$ cat config.mk
export PLATFORM = sky130hd
export DESIGN_NAME = sst_top
export DESIGN_NICKNAME = d
export VERILOG_FILES = /design/src/rtl/sst_pkg.sv /design/src/rtl/sst_sync2.sv /design/src/rtl/sst_shifter.sv /design/src/rtl/sst_top.sv
export SDC_FILE = /design/constraint.sdc
export NUM_CORES = 1
export LEC_CHECK = 0
export ABC_CLOCK_PERIOD_IN_PS = 2600
export BUFFER_PORTS_ARGS = -buffer_cell sky130_fd_sc_hd__buf_4
export CORE_UTILIZATION = 45
export CTS_BUF_LIST = sky130_fd_sc_hd__clkbuf_8
export DETAILED_ROUTE_END_ITERATION = 12
export GPL_TIMING_DRIVEN = 0
export PLACE_DENSITY_LB_ADDON = 0.2
export SYNTH_ARGS = -nofsm -noshare
export SYNTH_HDL_FRONTEND = slang
export SYNTH_HIERARCHICAL = 1
export SYNTH_SLANG_ARGS = --single-unit
export TNS_END_PERCENT = 5
$ cat constraint.sdc
create_clock -name CLK -period 2.6 [get_ports CLK]
set_input_delay 0.26 -clock CLK [delete_from_list [all_inputs] [get_ports CLK]]
set_output_delay 0.26 -clock CLK [all_outputs]
set_load 0.02 [all_outputs]
$ cat src/rtl/sst_pkg.sv
// Shared constants and types of the synchronous slave serial transmitter.
// Assumes one system clock domain for the register side; the shift clock is sampled.
package sst_pkg;

    // ************************************************************
    // Register map, one byte per index on the plain register port.
    // ************************************************************
    localparam logic [3:0] ADR_RXSC  = 4'h0;  // receive_status_control
    localparam logic [3:0] ADR_THR   = 4'h1;  // transmit_holding, write only
    localparam logic [3:0] ADR_TXSC  = 4'h2;  // transmit_status_control
    localparam logic [3:0] ADR_BAUD  = 4'h3;  // baud_control
    localparam logic [3:0] ADR_DIVH  = 4'h4;  // baud_divisor_high
    localparam logic [3:0] ADR_DIVL  = 4'h5;  // baud_divisor_low
    localparam logic [3:0] ADR_ISTAT = 4'h6;  // interrupt status, read only
    localparam logic [3:0] ADR_ICLR  = 4'h7;  // interrupt clear, write only
    localparam logic [3:0] ADR_IEN   = 4'h8;  // interrupt enable
    localparam logic [3:0] ADR_ICTL  = 4'h9;  // irq_control_reg

    // ************************************************************
    // Field positions.
    // ************************************************************
    localparam int RXSC_PORT_EN_BIT = 7;      // serial_port_enable
    localparam int RXSC_SINGLE_BIT  = 5;      // single_rx_enable
    localparam int RXSC_CONT_BIT    = 4;      // continuous_rx_enable
    localparam int TXSC_CLKSEL_BIT  = 7;      // clock_source_select
    localparam int TXSC_NINE_BIT    = 6;      // nine_bit_tx_select
    localparam int TXSC_TRANSMITTER_ENABLE_BIT    = 5;      // transmitter_enable
    localparam int TXSC_SYNC_BIT    = 4;      // synchronous mode
    localparam int TXSC_EMPTY_BIT   = 1;      // shift_reg_empty, read only
    localparam int TXSC_NINTH_BIT   = 0;      // ninth_tx_bit
    localparam int BAUD_POL_BIT     = 4;      // clock idle level select
    localparam int IRQ_TX_BIT       = 0;      // transmit event
    localparam int ICTL_GLOBAL_BIT  = 7;      // global_irq_enable
    localparam int ICTL_PERIPH_BIT  = 6;      // peripheral_irq_enable

    // ************************************************************
    // Masks, reset values and fixed levels.
    // ************************************************************
    localparam logic [7:0] RXSC_MASK = 8'hb0;
    localparam logic [7:0] TXSC_MASK = 8'hf1;
    localparam logic [7:0] BAUD_MASK = 8'hfb;  // Bit 2 is unimplemented.
    localparam logic [7:0] REG_RST   = 8'h00;
    localparam logic [3:0] LEN_8     = 4'h8;
    localparam logic [3:0] LEN_9     = 4'h9;
    localparam logic       IDLE_LVL  = 1'b1;

    // ************************************************************
    // Types.
    // ************************************************************
    typedef struct packed {
        logic [3:0] addr;
        logic [7:0] wdata;
        logic       wr;
        logic       rd;
    } sst_bus_s;

    typedef enum logic [1:0] {
        SH_IDLE  = 2'b00,
        SH_SHIFT = 2'b01
    } sst_shift_e;

endpackage

$ cat src/rtl/sst_sync2.sv
// Two-stage synchroniser for one level arriving from outside the clock domain.
// Assumes the input may change at any time relative to clk.
module sst_sync2
    import sst_pkg::*;
(
    input  wire logic clk,    // System clock.
    input  wire logic rstn,   // Asynchronous reset, active low.
    input  wire logic d,      // Asynchronous level.
    output logic      q       // Synchronised level.
);

    logic meta_ff;
    logic nxt_meta;
    logic nxt_q;

    // The first stage feeds only the second stage.
    always_comb begin
        nxt_meta = d;
        nxt_q    = meta_ff;
    end

    always_ff @(posedge clk or negedge rstn) begin
        if (!rstn) begin
            meta_ff <= 1'b0;
            q       <= 1'b0;
        end else begin
            meta_ff <= nxt_meta;
            q       <= nxt_q;
        end
    end

endmodule // sst_sync2

$ cat src/rtl/sst_shifter.sv
// Shift register that sends one word, least significant bit first.
// Assumes adv is a one-cycle pulse per shift clock cycle.
module sst_shifter
    import sst_pkg::*;
(
    input  wire logic       clk,    // System clock.
    input  wire logic       rstn,   // Asynchronous reset, active low.
    input  wire logic       flush,  // Drops the word in flight.
    input  wire logic       load,   // Takes a new word when idle.
    input  wire logic [8:0] data,   // Word to send.
    input  wire logic [3:0] len,    // Bits in the word.
    input  wire logic       adv,    // Move to the next bit.
    output logic            busy,   // A word is in the shift register.
    output logic            done,   // Last bit left, one cycle.
    output logic            bit_o   // Bit now on the line.
);

    sst_shift_e state_ff;
    sst_shift_e nxt_state;
    logic [8:0] sreg_ff;
    logic [8:0] nxt_sreg;
    logic [3:0] cnt_ff;
    logic [3:0] nxt_cnt;

    // Count the bits down; the word ends on the advance after its last bit.
    always_comb begin
        nxt_state = state_ff;
        nxt_sreg  = sreg_ff;
        nxt_cnt   = cnt_ff;
        done      = 1'b0;
        case (state_ff)
            SH_IDLE: begin
                if (load && !flush) begin
                    nxt_sreg  = data;
                    nxt_cnt   = len;
                    nxt_state = SH_SHIFT;
                end
            end
            SH_SHIFT: begin
                if (flush) begin
                    nxt_state = SH_IDLE;
                end else if (adv) begin
                    nxt_sreg = {1'b0, sreg_ff[8:1]};
                    nxt_cnt  = cnt_ff - 4'h1;
                    if (cnt_ff == 4'h1) begin
                        nxt_state = SH_IDLE;
                        done      = 1'b1;
                    end
                end
            end
            default: nxt_state = SH_IDLE;
        endcase
    end

    always_ff @(posedge clk or negedge rstn) begin
        if (!rstn) begin
            state_ff <= SH_IDLE;
            sreg_ff  <= 9'h000;
            cnt_ff   <= 4'h0;
        end else begin
            state_ff <= nxt_state;
            sreg_ff  <= nxt_sreg;
            cnt_ff   <= nxt_cnt;
        end
    end

    assign busy  = (state_ff == SH_SHIFT);
    assign bit_o = sreg_ff[0];

endmodule // sst_shifter

$ cat src/rtl/sst_top.sv
// Transmit path of a synchronous serial port with registers, interrupt and wake logic.
// Assumes a register master on CLK and a shift clock pin that is asynchronous to CLK.
//
// The strobed register port and the register addresses were chosen for this implementation.
module sst_top
    import sst_pkg::*;
(
    input  wire logic       CLK,      // System clock, 100 MHz.
    input  wire logic       RSTN,     // Asynchronous reset, active low.
    input  wire logic [3:0] ADDR,     // Register index.
    input  wire logic [7:0] WDATA,    // Write data.
    input  wire logic       WR,       // Write strobe.
    input  wire logic       RD,       // Read strobe.
    output logic      [7:0] RDATA,    // Read data, cycle after RD.
    input  wire logic       SLEEP,    // Chip is in Sleep.
    input  wire logic       CK_I,     // Shift clock pin level.
    output logic            CK_O,     // Shift clock driven in master mode.
    output logic            CK_OE,    // Shift clock drive enable.
    output logic            DT_O,     // Data line level.
    output logic            DT_OE,    // Data line drive enable.
    output logic            IRQ,      // Enabled status bit set.
    output logic            WAKE,     // Wake request from Sleep.
    output logic            VECTOR    // Branch to interrupt vector.
);

    // ************************************************************
    // Register port and control registers.
    // ************************************************************
    sst_bus_s   bus;
    logic [7:0] rxsc_ff, nxt_rxsc, txsc_ff, nxt_txsc, baud_ff, nxt_baud;
    logic [7:0] divh_ff, nxt_divh, divl_ff, nxt_divl, ien_ff, nxt_ien;
    logic [7:0] ictl_ff, nxt_ictl, stat_ff, nxt_stat, nxt_rdata;
    logic [7:0] hold_ff, nxt_hold;
    logic       hold_full_ff, nxt_hold_full;
    logic       tx_on, slave, pol, empty, tx_irq_flag, xfer, thr_wr;
    logic       sh_busy, sh_done, sh_bit, adv;
    logic [3:0] ld_len;

    assign bus         = '{addr: ADDR, wdata: WDATA, wr: WR, rd: RD};
    assign tx_on       = rxsc_ff[RXSC_PORT_EN_BIT] & txsc_ff[TXSC_SYNC_BIT] & txsc_ff[TXSC_TRANSMITTER_ENABLE_BIT];
    assign slave       = ~txsc_ff[TXSC_CLKSEL_BIT];
    assign pol         = baud_ff[BAUD_POL_BIT];
    assign thr_wr      = bus.wr && (bus.addr == ADR_THR);
    assign xfer        = hold_full_ff && !sh_busy && tx_on;
    assign tx_irq_flag = ~hold_full_ff;
    assign empty       = ~sh_busy & ~hold_full_ff;
    assign ld_len      = txsc_ff[TXSC_NINE_BIT] ? LEN_9 : LEN_8;

    // Writes; a write to a full holding register is dropped without any flag, so the held word is never overwritten.
    always_comb begin
        nxt_rxsc      = rxsc_ff;
        nxt_txsc      = txsc_ff;
        nxt_baud      = baud_ff;
        nxt_divh      = divh_ff;
        nxt_divl      = divl_ff;
        nxt_ien       = ien_ff;
        nxt_ictl      = ictl_ff;
        nxt_hold      = hold_ff;
        nxt_hold_full = hold_full_ff;
        nxt_stat      = stat_ff;
        if (xfer) begin
            nxt_hold_full = 1'b0;
        end
        if (bus.wr) begin
            if (bus.addr == ADR_RXSC) begin
                nxt_rxsc = bus.wdata & RXSC_MASK;
            end else if (bus.addr == ADR_THR) begin
                if (!hold_full_ff) begin
                    nxt_hold      = bus.wdata;
                    nxt_hold_full = 1'b1;
                end
            end else if (bus.addr == ADR_TXSC) begin
                nxt_txsc = bus.wdata & TXSC_MASK;
            end else if (bus.addr == ADR_BAUD) begin
                nxt_baud = bus.wdata & BAUD_MASK;
            end else if (bus.addr == ADR_DIVH) begin
                nxt_divh = bus.wdata;
            end else if (bus.addr == ADR_DIVL) begin
                nxt_divl = bus.wdata;
            end else if (bus.addr == ADR_ICLR) begin
                nxt_stat = stat_ff & ~bus.wdata;
            end else if (bus.addr == ADR_IEN) begin
                nxt_ien = bus.wdata;
            end else if (bus.addr == ADR_ICTL) begin
                nxt_ictl = bus.wdata;
            end
        end
        // The event sets after any clear, so a set in the clear cycle survives.
        if (xfer) begin
            nxt_stat[IRQ_TX_BIT] = 1'b1;
        end
    end

    // Read data; write-only and unmapped indices read as zero.
    always_comb begin
        nxt_rdata = 8'h00;
        if (bus.rd) begin
            if (bus.addr == ADR_RXSC) begin
                nxt_rdata = rxsc_ff;
            end else if (bus.addr == ADR_TXSC) begin
                nxt_rdata = txsc_ff;
                nxt_rdata[TXSC_EMPTY_BIT] = empty;
            end else if (bus.addr == ADR_BAUD) begin
                nxt_rdata = baud_ff & BAUD_MASK;
            end else if (bus.addr == ADR_DIVH) begin
                nxt_rdata = divh_ff;
            end else if (bus.addr == ADR_DIVL) begin
                nxt_rdata = divl_ff;
            end else if (bus.addr == ADR_ISTAT) begin
                nxt_rdata = stat_ff;
            end else if (bus.addr == ADR_IEN) begin
                nxt_rdata = ien_ff;
            end else if (bus.addr == ADR_ICTL) begin
                nxt_rdata = ictl_ff;
            end
        end
    end

    always_ff @(posedge CLK or negedge RSTN) begin
        if (!RSTN) begin
            rxsc_ff      <= REG_RST;
            txsc_ff      <= REG_RST;
            baud_ff      <= REG_RST;
            divh_ff      <= REG_RST;
            divl_ff      <= REG_RST;
            ien_ff       <= REG_RST;
            ictl_ff      <= REG_RST;
            stat_ff      <= REG_RST;
            hold_ff      <= REG_RST;
            hold_full_ff <= 1'b0;
            RDATA        <= REG_RST;
        end else begin
            rxsc_ff      <= nxt_rxsc;
            txsc_ff      <= nxt_txsc;
            baud_ff      <= nxt_baud;
            divh_ff      <= nxt_divh;
            divl_ff      <= nxt_divl;
            ien_ff       <= nxt_ien;
            ictl_ff      <= nxt_ictl;
            stat_ff      <= nxt_stat;
            hold_ff      <= nxt_hold;
            hold_full_ff <= nxt_hold_full;
            RDATA        <= nxt_rdata;
        end
    end

    // ************************************************************
    // Shift clock: sampled pin in slave mode, divider in master mode.
    // ************************************************************
    logic        ck_sync, ck_last_ff, nxt_ck_last, mclk_ff, nxt_mclk;
    logic [15:0] div_cnt_ff, nxt_div_cnt;
    logic        m_toggle;

    sst_sync2 u_ck_sync (
        .clk  (CLK),
        .rstn (RSTN),
        .d    (CK_I),
        .q    (ck_sync)
    );

    // Master clocking halts in Sleep; slave clocking comes from the far party.
    assign m_toggle = !slave && sh_busy && !SLEEP && (div_cnt_ff == {divh_ff, divl_ff});

    always_comb begin
        nxt_ck_last = ck_sync ^ pol;
        nxt_div_cnt = div_cnt_ff;
        nxt_mclk    = mclk_ff;
        if (slave || !sh_busy) begin
            nxt_div_cnt = 16'h0000;
            nxt_mclk    = 1'b0;
        end else if (!SLEEP) begin
            nxt_div_cnt = m_toggle ? 16'h0000 : div_cnt_ff + 16'h0001;
            nxt_mclk    = mclk_ff ^ m_toggle;
        end
        // The data moves on the trailing edge so the master samples on the leading one.
        if (slave) begin
            adv = ck_last_ff && !nxt_ck_last;
        end else begin
            adv = mclk_ff && m_toggle;
        end
    end

    always_ff @(posedge CLK or negedge RSTN) begin
        if (!RSTN) begin
            ck_last_ff <= 1'b0;
            div_cnt_ff <= 16'h0000;
            mclk_ff    <= 1'b0;
        end else begin
            ck_last_ff <= nxt_ck_last;
            div_cnt_ff <= nxt_div_cnt;
            mclk_ff    <= nxt_mclk;
        end
    end

    // ************************************************************
    // Shift register and pin outputs.
    // ************************************************************
    sst_shifter u_shift (
        .clk   (CLK),
        .rstn  (RSTN),
        .flush (!tx_on),
        .load  (xfer),
        .data  ({txsc_ff[TXSC_NINTH_BIT], hold_ff}),
        .len   (ld_len),
        .adv   (adv),
        .busy  (sh_busy),
        .done  (sh_done),
        .bit_o (sh_bit)
    );

    // All pin and interrupt outputs are registered so they never glitch.
    always_ff @(posedge CLK or negedge RSTN) begin
        if (!RSTN) begin
            DT_O   <= IDLE_LVL;
            DT_OE  <= 1'b0;
            CK_O   <= 1'b0;
            CK_OE  <= 1'b0;
            IRQ    <= 1'b0;
            WAKE   <= 1'b0;
            VECTOR <= 1'b0;
        end else begin
            DT_O   <= sh_busy ? sh_bit : IDLE_LVL;
            DT_OE  <= tx_on;
            CK_O   <= nxt_mclk ^ pol;
            CK_OE  <= tx_on && !slave;
            IRQ    <= |(nxt_stat & nxt_ien);
            WAKE   <= SLEEP && tx_irq_flag && ien_ff[IRQ_TX_BIT];
            VECTOR <= IRQ && ictl_ff[ICTL_GLOBAL_BIT] && ictl_ff[ICTL_PERIPH_BIT];
        end
    end
endmodule // sst_top

==> impl_metrics.ini, run 1 <==
[yosys]
netlist_area_um2 = 5680
syn_avg_cell_area_um2 = 11.3
syn-instance-count = 502
yosys_warnings = 6

[power_and_ir_drop]
p_clk_share_pct = 35.4
ir_worst_vdd_uv = 280
powerDensity_nw_per_um2 = 698
power_mw = 4.73
p_sw_mw = 1.27
swShare_pct = 26.9
leakage_nw = 3.05
pwr-share-seq_pct = 47.0
p_comb_share_pct = 17.6
p_int_mw = 3.45

[global_route]
grt_pass1_vias = 4222
grt_use_total_pct = 23.2
antenna_found_initial = 0
grt_max_degree = 71
grt_overflow = 0
grt_pass1_wl_mm = 22.7

[finish]
fin_nets = 592
n_fill_cell = 1095
syn2layout_area_growth_pct = 19.2
layout_commonest_cell = dfrtp_1
n_antenna_cell = 0
drive_above_1_share_pct = 32.4
final_cell_mix = 109 x dfrtp_1, 56 x mux2_2, 47 x buf_4

[setup_path]
critPathSlowestCell = dfrtp_1
cpPeakStageDelay_ns = 0.42
ff2ff_path_depth = 12
start_kind = flip-flop
path_class = flip-flop to flip-flop
cp_common_cell = nand2_2
path_cells = xor2_1 > nor4_2 > nand4_1 > clkbuf_8 > nor2_4 > ha_4 > nand2_2 > o21ai_2 > nand2_2 > a21oi_4 > buf_8 > mux2_4
path_max_fanout = 8
cp.arrival_ns = 2.93
endpoint_kind = flip-flop
cp.required_ns = 2.91
reg2reg_slack_ns = -0.02

[placement]
io_buffers = 31
place_congestion = 0.888
place_ws_ns = -0.619
dp_hpwl_mm = 9.59

[clock_network]
cts_inserted_buffers = 17
root_buffer = clkbuf_8
cts_tree = built
cts_sinks = 113
clk_latency_ns = 0.43
clk_path_buf_depth = 2
clkTransAtPathRegs_ns = 0.07
htree_levels = 4

[drt]
wire_per_inst_um = 18.6
route.vias.total = 4181
firstDrtPassIters = 5
drt-initial-drc-count = 273
antenna_left = 0
routed_via_density = 5.58
wirelength_mm = 13.9
drc_errors = 0

[timing]
final.setup_skew_ns = 0.00869
setup_violations = 7
final_max_slew_viol_count = 0
tightest_slew_ns = 0.727
fmax_ghz = 0.382
relSlewSlack_pct = 51.3
hold_violations = 0
setup_ws_ns = -0.0169
rsz0062_at_grt = true
finalCriticalPeriod_ns = 2.62
period_share_pct = 101

[floorplan]
die_w_um = 114
floorplan.initialDensity_pct = 46.7
std_cell_rows = 40
die_area_um2 = 13100
io_pins = 33
die_height_um = 114
core_um2 = 12200

[flow_run]
drv_cap = 0

[worst_hold_path]
hold_path_depth = 2
hp-class = input port to flip-flop

[status]
status = finished, violations left
failed_checks = negative setup slack
path summary, 6_finish.rpt:
check	from	end
worst max-delay path	divh_ff[3]$_DFFE_PN0P_	u_shift/sreg_ff[3]$_DFFE_PN0P_
max in group asynchronous	RSTN	div_cnt_ff[0]$_DFFE_PN0P_
min in group asynchronous	RSTN	u_shift/sreg_ff[2]$_DFFE_PN0P_
worst min register to register	u_ck_sync/meta_ff$_DFF_PN0_	u_ck_sync/q$_DFF_PN0_
worst max register to register	divh_ff[3]$_DFFE_PN0P_	u_shift/sreg_ff[3]$_DFFE_PN0P_
worst min-delay path	WDATA[2]	stat_ff[2]$_DFF_PN0_
worst max-delay path: cells and delay by family, from the launching register on:
family | cells | cell delay (ns)
buffers and inverters | 2 | 0.38
adders and majority gates | 1 | 0.13
and+or+nand+nor | 5 | 0.81
xor gates and xnor gates | 1 | 0.16
DFF | 1 | 0.42
muxes | 1 | 0.30
AOI/OAI and AO/OA | 2 | 0.28
through the flow:
stage	TNS (ns)	std cells	utilization (%)	cell area [um2]	hold WS [ns]
after floorplan	0	503	-	5700	-0.0356
after global placement	-5.51	702	50.5	6140	0.337
after detailed placement	-6.30	703	50.7	6170	0.306
after CTS	-0.0173	746	55.1	6700	0.0570
after global routing	-1.68	749	55.7	6770	0.0738
final	-0.0955	749	55.7	6770	0.0915
registers in the layout, indices dropped and copies added, names as in the netlist, 3 cells and up:
name             cells
rxsc_ff              3
divl_ff              8
div_cnt_ff          16
u_shift/cnt_ff       4
txsc_ff              5
hold_ff              8
ictl_ff              8
RDATA                8
u_shift/sreg_ff      9
ien_ff               8
divh_ff              8
baud_ff              7
stat_ff              8
cell type report:
type | count | area [um2] | area share, %
Buffer | 24 | 156 | 2.31
Clock buffer | 20 | 275 | 4.06
Clock inverter | 10 | 120 | 1.77
Inverter | 16 | 60.1 | 0.887
Multi-Input combinational cell | 350 | 2730 | 40.3
Sequential cell | 113 | 2830 | 41.8
Tap cell | 168 | 210 | 3.10
Timing Repair Buffer | 48 | 389 | 5.75
routing by layer:
metal | up-vias | wire, um | GRT usage [%] | share of wire [%]
li1 | 1952 | - | - | -
met1 | 2108 | 6490 | 31.3 | 47
met2 | 103 | 6700 | 36.4 | 48
met5 | - | 0 | 0 | 0
met4 | 0 | 233 | 9.18 | 1.7
met3 | 18 | 514 | 5.08 | 3.7
repair_timing:
item,CTS,global route
setup buffers,11,3
endpoints found under the hold margin,43,0
setup endpoints to repair,14,12
hold buffers,2,0
gates resized for setup,9,13
pin swaps,3,5
power by group through the flow:
stage          Sequential (mW)  Combinational [mW]  Clock, mW
2_1_floorplan             2.22               0.521          0
3_3_place_gp              2.24               0.770          0
3_5_place_dp              2.25               0.790          0
4_1_cts                   2.22               0.827       1.71
5_1_grt                   2.26               0.904       1.79
6_report                  2.22               0.833       1.67
Note: power is estimated with default switching activity, not from simulation.
==> inputs of run 2 (changes only) <==
Settings changed: CTS_BUF_LIST sky130_fd_sc_hd__clkbuf_8 to unset.
==> run 2 against run 1 <==
The flow now finishes without violations. Global-route usage increased by 0.25 points. Total power rose by 14%. Sequential share of layout area down 0.96 points. Critical endpoint is now u_shift/sreg_ff[6]$_DFFE_PN0P_.
==> impl_metrics.ini, run 2 (synthesized netlist as in run 1, its figures left out) <==
[status]
status = finished, final reports clean

[global_route]
antenna_found_initial = 0
grt_pass1_wl_mm = 22.9
grt_pass1_vias = 4264
grt_overflow = 0
grt_max_degree = 71
grt_use_total_pct = 23.4

[timing]
fmax_ghz = 0.389
setup_violations = 0
hold_violations = 0
setup_ws_ns = 0.0315
fin_setup_tns_ns = 0
finalCriticalPeriod_ns = 2.57
final.setup_skew_ns = 0.00743
rsz0062_at_grt = true
worst_hold_slack_ns = 0.109
relSlewSlack_pct = 51.6
period_share_pct = 98.8
tightest_slew_ns = 0.722
final_max_slew_viol_count = 0

[setup_path]
ff2ff_path_depth = 12
path_max_fanout = 7
reg2reg_slack_ns = 0.03
cp.arrival_ns = 2.86
cp.required_ns = 2.90
r2r-end = u_shift/sreg_ff[6]$_DFFE_PN0P_
start_kind = flip-flop
endpoint_kind = flip-flop
worst_r2r_startpoint = div_cnt_ff[8]$_DFFE_PN0P_
path_class = flip-flop to flip-flop

[finish]
layout_commonest_cell = dfrtp_1
largest_reg_flops = 16
n_antenna_cell = 0
drive_above_1_share_pct = 31.7
regMostFlops = div_cnt_ff
fin_nets = 589
reg.largest.list = div_cnt_ff: 16 flops, u_shift/sreg_ff: 9 flops
final_cell_mix = 110 x dfrtp_1, 57 x mux2_2, 44 x buf_4
n_fill_cell = 1050
finalInstanceArea_um2 = 6930
syn2layout_area_growth_pct = 21.9

[drt]
drc_errors = 0
antenna_left = 0
drt-initial-drc-count = 252
wirelength_mm = 14.0
routed_via_density = 5.62
firstDrtPassIters = 5
route.vias.total = 4190
wire_per_inst_um = 18.7

[worst_hold_path]
whs_endpoint = stat_ff[2]$_DFF_PN0_
worstHoldStart = WDATA[2]
hold_path_depth = 2
hp-class = input port to flip-flop

[floorplan]
std_cell_rows = 40
io_pins = 33
floorplan.initialDensity_pct = 46.7
core_um2 = 12200
die_area_um2 = 13100
die_w_um = 114
die_height_um = 114

[placement]
dp_hpwl_mm = 9.59
place_congestion = 0.888
placed_cell_area_um2 = 6170
io_buffers = 31
place_ws_ns = -0.619

[clock_network]
clk_latency_ns = 0.42
htree_levels = 4
cts_tree = built
root_buffer = clkbuf_16
cts_sinks = 113
cts_inserted_buffers = 17
clkTransAtPathRegs_ns = 0.05
clk_path_buf_depth = 2

[flow_run]
drv_cap = 0

[power_and_ir_drop]
leakage_nw = 3.10
powerDensity_nw_per_um2 = 775
ir_worst_vdd_uv = 396
power_mw = 5.37
-- run 2: what timing repair did --
action                                 in CTS  in global routing
gates resized for setup                    18                  1
setup endpoints to repair                  14                 12
hold buffers                                2                  0
setup buffers                              10                  0
pin swaps                                   5                  2
gates cloned                                1                  0
endpoints found under the hold margin      43                  0
-- run 2: layout make-up --
class	instances	area (um2)	area share, %
Sequential cell	113	2830	40.9
Multi-Input combinational cell	350	2720	39.3
Clock buffer	24	482	6.95
Timing Repair Buffer	45	367	5.29
Tap cell	168	210	3.03
Buffer	24	153	2.20
Clock inverter	6	105	1.52
Inverter	16	60.1	0.867
-- run 2: critical path, cell delays in order, from the launching register on --
cell and delay, ns:
dfrtp_2 0.46, xor2_1 0.17, nor4_2 0.28, nand4_1 0.22, clkbuf_8 0.20, nor2_4 0.09, ha_4 0.13, nand2_2 0.05
o21ai_2 0.08, nand2_2 0.10, a21oi_4 0.19, buf_6 0.17, mux2_4 0.30
-- run 2: where the power goes --
group	total, mW	switching [mW]	internal, mW
logic	0.824	0.399	0.425
registers	2.23	0.198	2.03
clock network	2.32	0.757	1.56
total	5.37	1.35	4.02
-- run 2: worst max path at each step --
stage                                     startpoint                              to
after floorplan           div_cnt_ff[10]$_DFFE_PN0P_  u_shift/sreg_ff[1]$_DFFE_PN0P_
after global placement     div_cnt_ff[8]$_DFFE_PN0P_  u_shift/sreg_ff[1]$_DFFE_PN0P_
after detailed placement   div_cnt_ff[8]$_DFFE_PN0P_  u_shift/sreg_ff[4]$_DFFE_PN0P_
after CTS                     divh_ff[3]$_DFFE_PN0P_  u_shift/sreg_ff[6]$_DFFE_PN0P_
after global routing          divh_ff[3]$_DFFE_PN0P_  u_shift/sreg_ff[1]$_DFFE_PN0P_
final                      div_cnt_ff[8]$_DFFE_PN0P_  u_shift/sreg_ff[6]$_DFFE_PN0P_
-- run 2: metal layers --
layer / up-vias / track usage [%] / wire length [um]
met3: 19 / 5.13 / 652
met5: - / 0 / 0
met2: 114 / 36.7 / 6660
met1: 2105 / 31.4 / 6400
met4: 0 / 10.0 / 258
li1: 1952 / - / -
-- run 2: stage by stage --
stage / std cells / utilization [%]
detailed placement: 703 / 50.7
global placement: 702 / 50.5
floorplan: 503 / -
finish: 746 / 57.0
CTS: 746 / 57.0
global route: 746 / 57.0
==> inputs of run 3 (changes only) <==
Settings changed: RECOVER_POWER set to 25.
==> run 3 against run 2 <==
First-iteration DRC count increased by 17%. Non-clock buffer count is the same. Flip-flop and latch count unchanged. Wire length is essentially flat. Cell count unchanged. Worst hold slack better by 0.0080 ns. Clock power about the same. Combinational power fell by 0.8%. Sequential power is essentially flat. Sequential share of layout area grew 0.11 points. Total power down 0.18%. Largest power group unchanged.
==> impl_metrics.ini, run 3 (synthesized netlist as in run 1, its figures left out) <==
[clock_network]
cts_sinks = 113
htree_levels = 4
cts_tree = built
clk_path_buf_depth = 2
cts_inserted_buffers = 17
root_buffer = clkbuf_16
clkTransAtPathRegs_ns = 0.05
clk_latency_ns = 0.41

[floorplan]
die_area_um2 = 13100
die_height_um = 114
floorplan.initialDensity_pct = 46.7
die_w_um = 114
io_pins = 33
std_cell_rows = 40
core_um2 = 12200

[timing]
finalCriticalPeriod_ns = 2.58
setup_ws_ns = 0.0235
hold_violations = 0
relSlewSlack_pct = 24.3
fin_setup_tns_ns = 0
fmax_ghz = 0.388
final.setup_skew_ns = 0.00964
rsz0062_at_grt = true
period_share_pct = 99.1
final_max_slew_viol_count = 0
setup_violations = 0
tightest_slew_ns = 1.13

[setup_path]
path_buf_inv = 2
cpPeakStageDelay_ns = 0.46
path_class = flip-flop to flip-flop
cp.required_ns = 2.89
reg2reg_slack_ns = 0.02
start_kind = flip-flop
critPathSlowestCell = dfrtp_2
endpoint_kind = flip-flop
crit_family = simple AND/OR/NAND/NOR gates
path_max_fanout = 7
path_cells = xor2_1 > nor4_2 > nand4_1 > clkbuf_8 > nor2_4 > ha_4 > nand2_2 > o21ai_2 > nand2_2 > a21oi_4 > buf_6 > mux2_4
cp_common_cell = nand2_2
cp.arrival_ns = 2.87

[finish]
layout_commonest_cell = dfrtp_1
reg.largest.list = div_cnt_ff: 16 flops, u_shift/sreg_ff: 9 flops
drive_above_1_share_pct = 30.6
finalInstanceArea_um2 = 6910
fin_util_pct = 56.8
syn2layout_area_growth_pct = 21.6
regMostFlops = div_cnt_ff
fin_nets = 589
n_fill_cell = 1059
largest_reg_flops = 16
final_cell_mix = 110 x dfrtp_1, 57 x mux2_2, 40 x buf_4
n_antenna_cell = 0

[placement]
dp_hpwl_mm = 9.59
placed_cell_area_um2 = 6170
place_congestion = 0.888
io_buffers = 31
place_ws_ns = -0.619

[global_route]
grt_overflow = 0
grt_use_total_pct = 23.4
grt_pass1_wl_mm = 22.9
grt_max_degree = 71
antenna_found_initial = 0
grt_pass1_vias = 4264

[drt]
drt-initial-drc-count = 294
wirelength_mm = 14.0
drc_errors = 0
route.vias.total = 4112
routed_via_density = 5.51
antenna_left = 0
wire_per_inst_um = 18.7
firstDrtPassIters = 5

[power_and_ir_drop]
ir_worst_vdd_uv = 390
powerDensity_nw_per_um2 = 776
leakage_nw = 3.08

[flow_run]
drv_cap = 0

[worst_hold_path]
hp-class = input port to flip-flop

[status]
status = finished, final reports clean
run 3: final timing paths:
kind                                              from  cells after the start                             end
max reg2reg                  div_cnt_ff[8]$_DFFE_PN0P_                     12  u_shift/sreg_ff[6]$_DFFE_PN0P_
min reg2reg                u_ck_sync/meta_ff$_DFF_PN0_                      0           u_ck_sync/q$_DFF_PN0_
max in group asynchronous                         RSTN                      3       div_cnt_ff[0]$_DFFE_PN0P_
min                                           WDATA[2]                      2            stat_ff[2]$_DFF_PN0_
min in group asynchronous                         RSTN                      2  u_shift/sreg_ff[2]$_DFFE_PN0P_
max                          div_cnt_ff[8]$_DFFE_PN0P_                     12  u_shift/sreg_ff[6]$_DFFE_PN0P_
run 3: through the flow:
stage          instances  hold slack, ns  power [mW]
6_report             746           0.117        5.36
5_1_grt              746           0.104        5.60
4_1_cts              746          0.0898        5.41
3_5_place_dp         703           0.306        3.04
3_3_place_gp         702           0.337        3.01
2_1_floorplan        503         -0.0356        2.74
run 3: worst register-to-register path, stage by stage, from the launching register on:
cell,delay (ns)
dfrtp_2,0.46
xor2_1,0.17
nor4_2,0.28
nand4_1,0.22
clkbuf_8,0.20
nor2_4,0.09
ha_4,0.13
nand2_2,0.05
o21ai_2,0.08
nand2_2,0.10
a21oi_4,0.19
buf_6,0.17
mux2_4,0.31
run 3: power breakdown:
part / total [mW] / internal [mW] / switching [mW]
logic: 0.817 / 0.420 / 0.396
registers: 2.23 / 2.03 / 0.199
clock network: 2.32 / 1.56 / 0.753
total: 5.36 / 4.01 / 1.35
run 3: final cells by class:
type | instances | area, um2 | share of cell area [%]
Inverter | 16 | 60.1 | 0.869
Sequential cell | 113 | 2830 | 41.0
Buffer | 24 | 146 | 2.12
Multi-Input combinational cell | 350 | 2720 | 39.3
Timing Repair Buffer | 45 | 360 | 5.21
Tap cell | 168 | 210 | 3.04
Clock inverter | 6 | 105 | 1.52
Clock buffer | 24 | 482 | 6.97
run 3: what timing repair did:
| item | 4_1_cts | 5_1_grt |
|---|---|---|
| resized for setup | 18 | 1 |
| pin swaps | 5 | 2 |
| hold buffers | 2 | 0 |
| endpoints found under the hold margin | 43 | 0 |
| endpoints found under the setup margin | 14 | 12 |
| setup buffers | 10 | 0 |
| gates cloned | 1 | 0 |
run 3: layer usage:
| metal | track usage [%] | routed length (um) | up-vias |
|---|---|---|---|
| li1 | - | - | 1950 |
| met1 | 31.4 | 6490 | 2069 |
| met2 | 36.7 | 6830 | 89 |
| met3 | 5.13 | 564 | 4 |
| met4 | 10.0 | 80 | 0 |
| met5 | 0 | 0 | - |
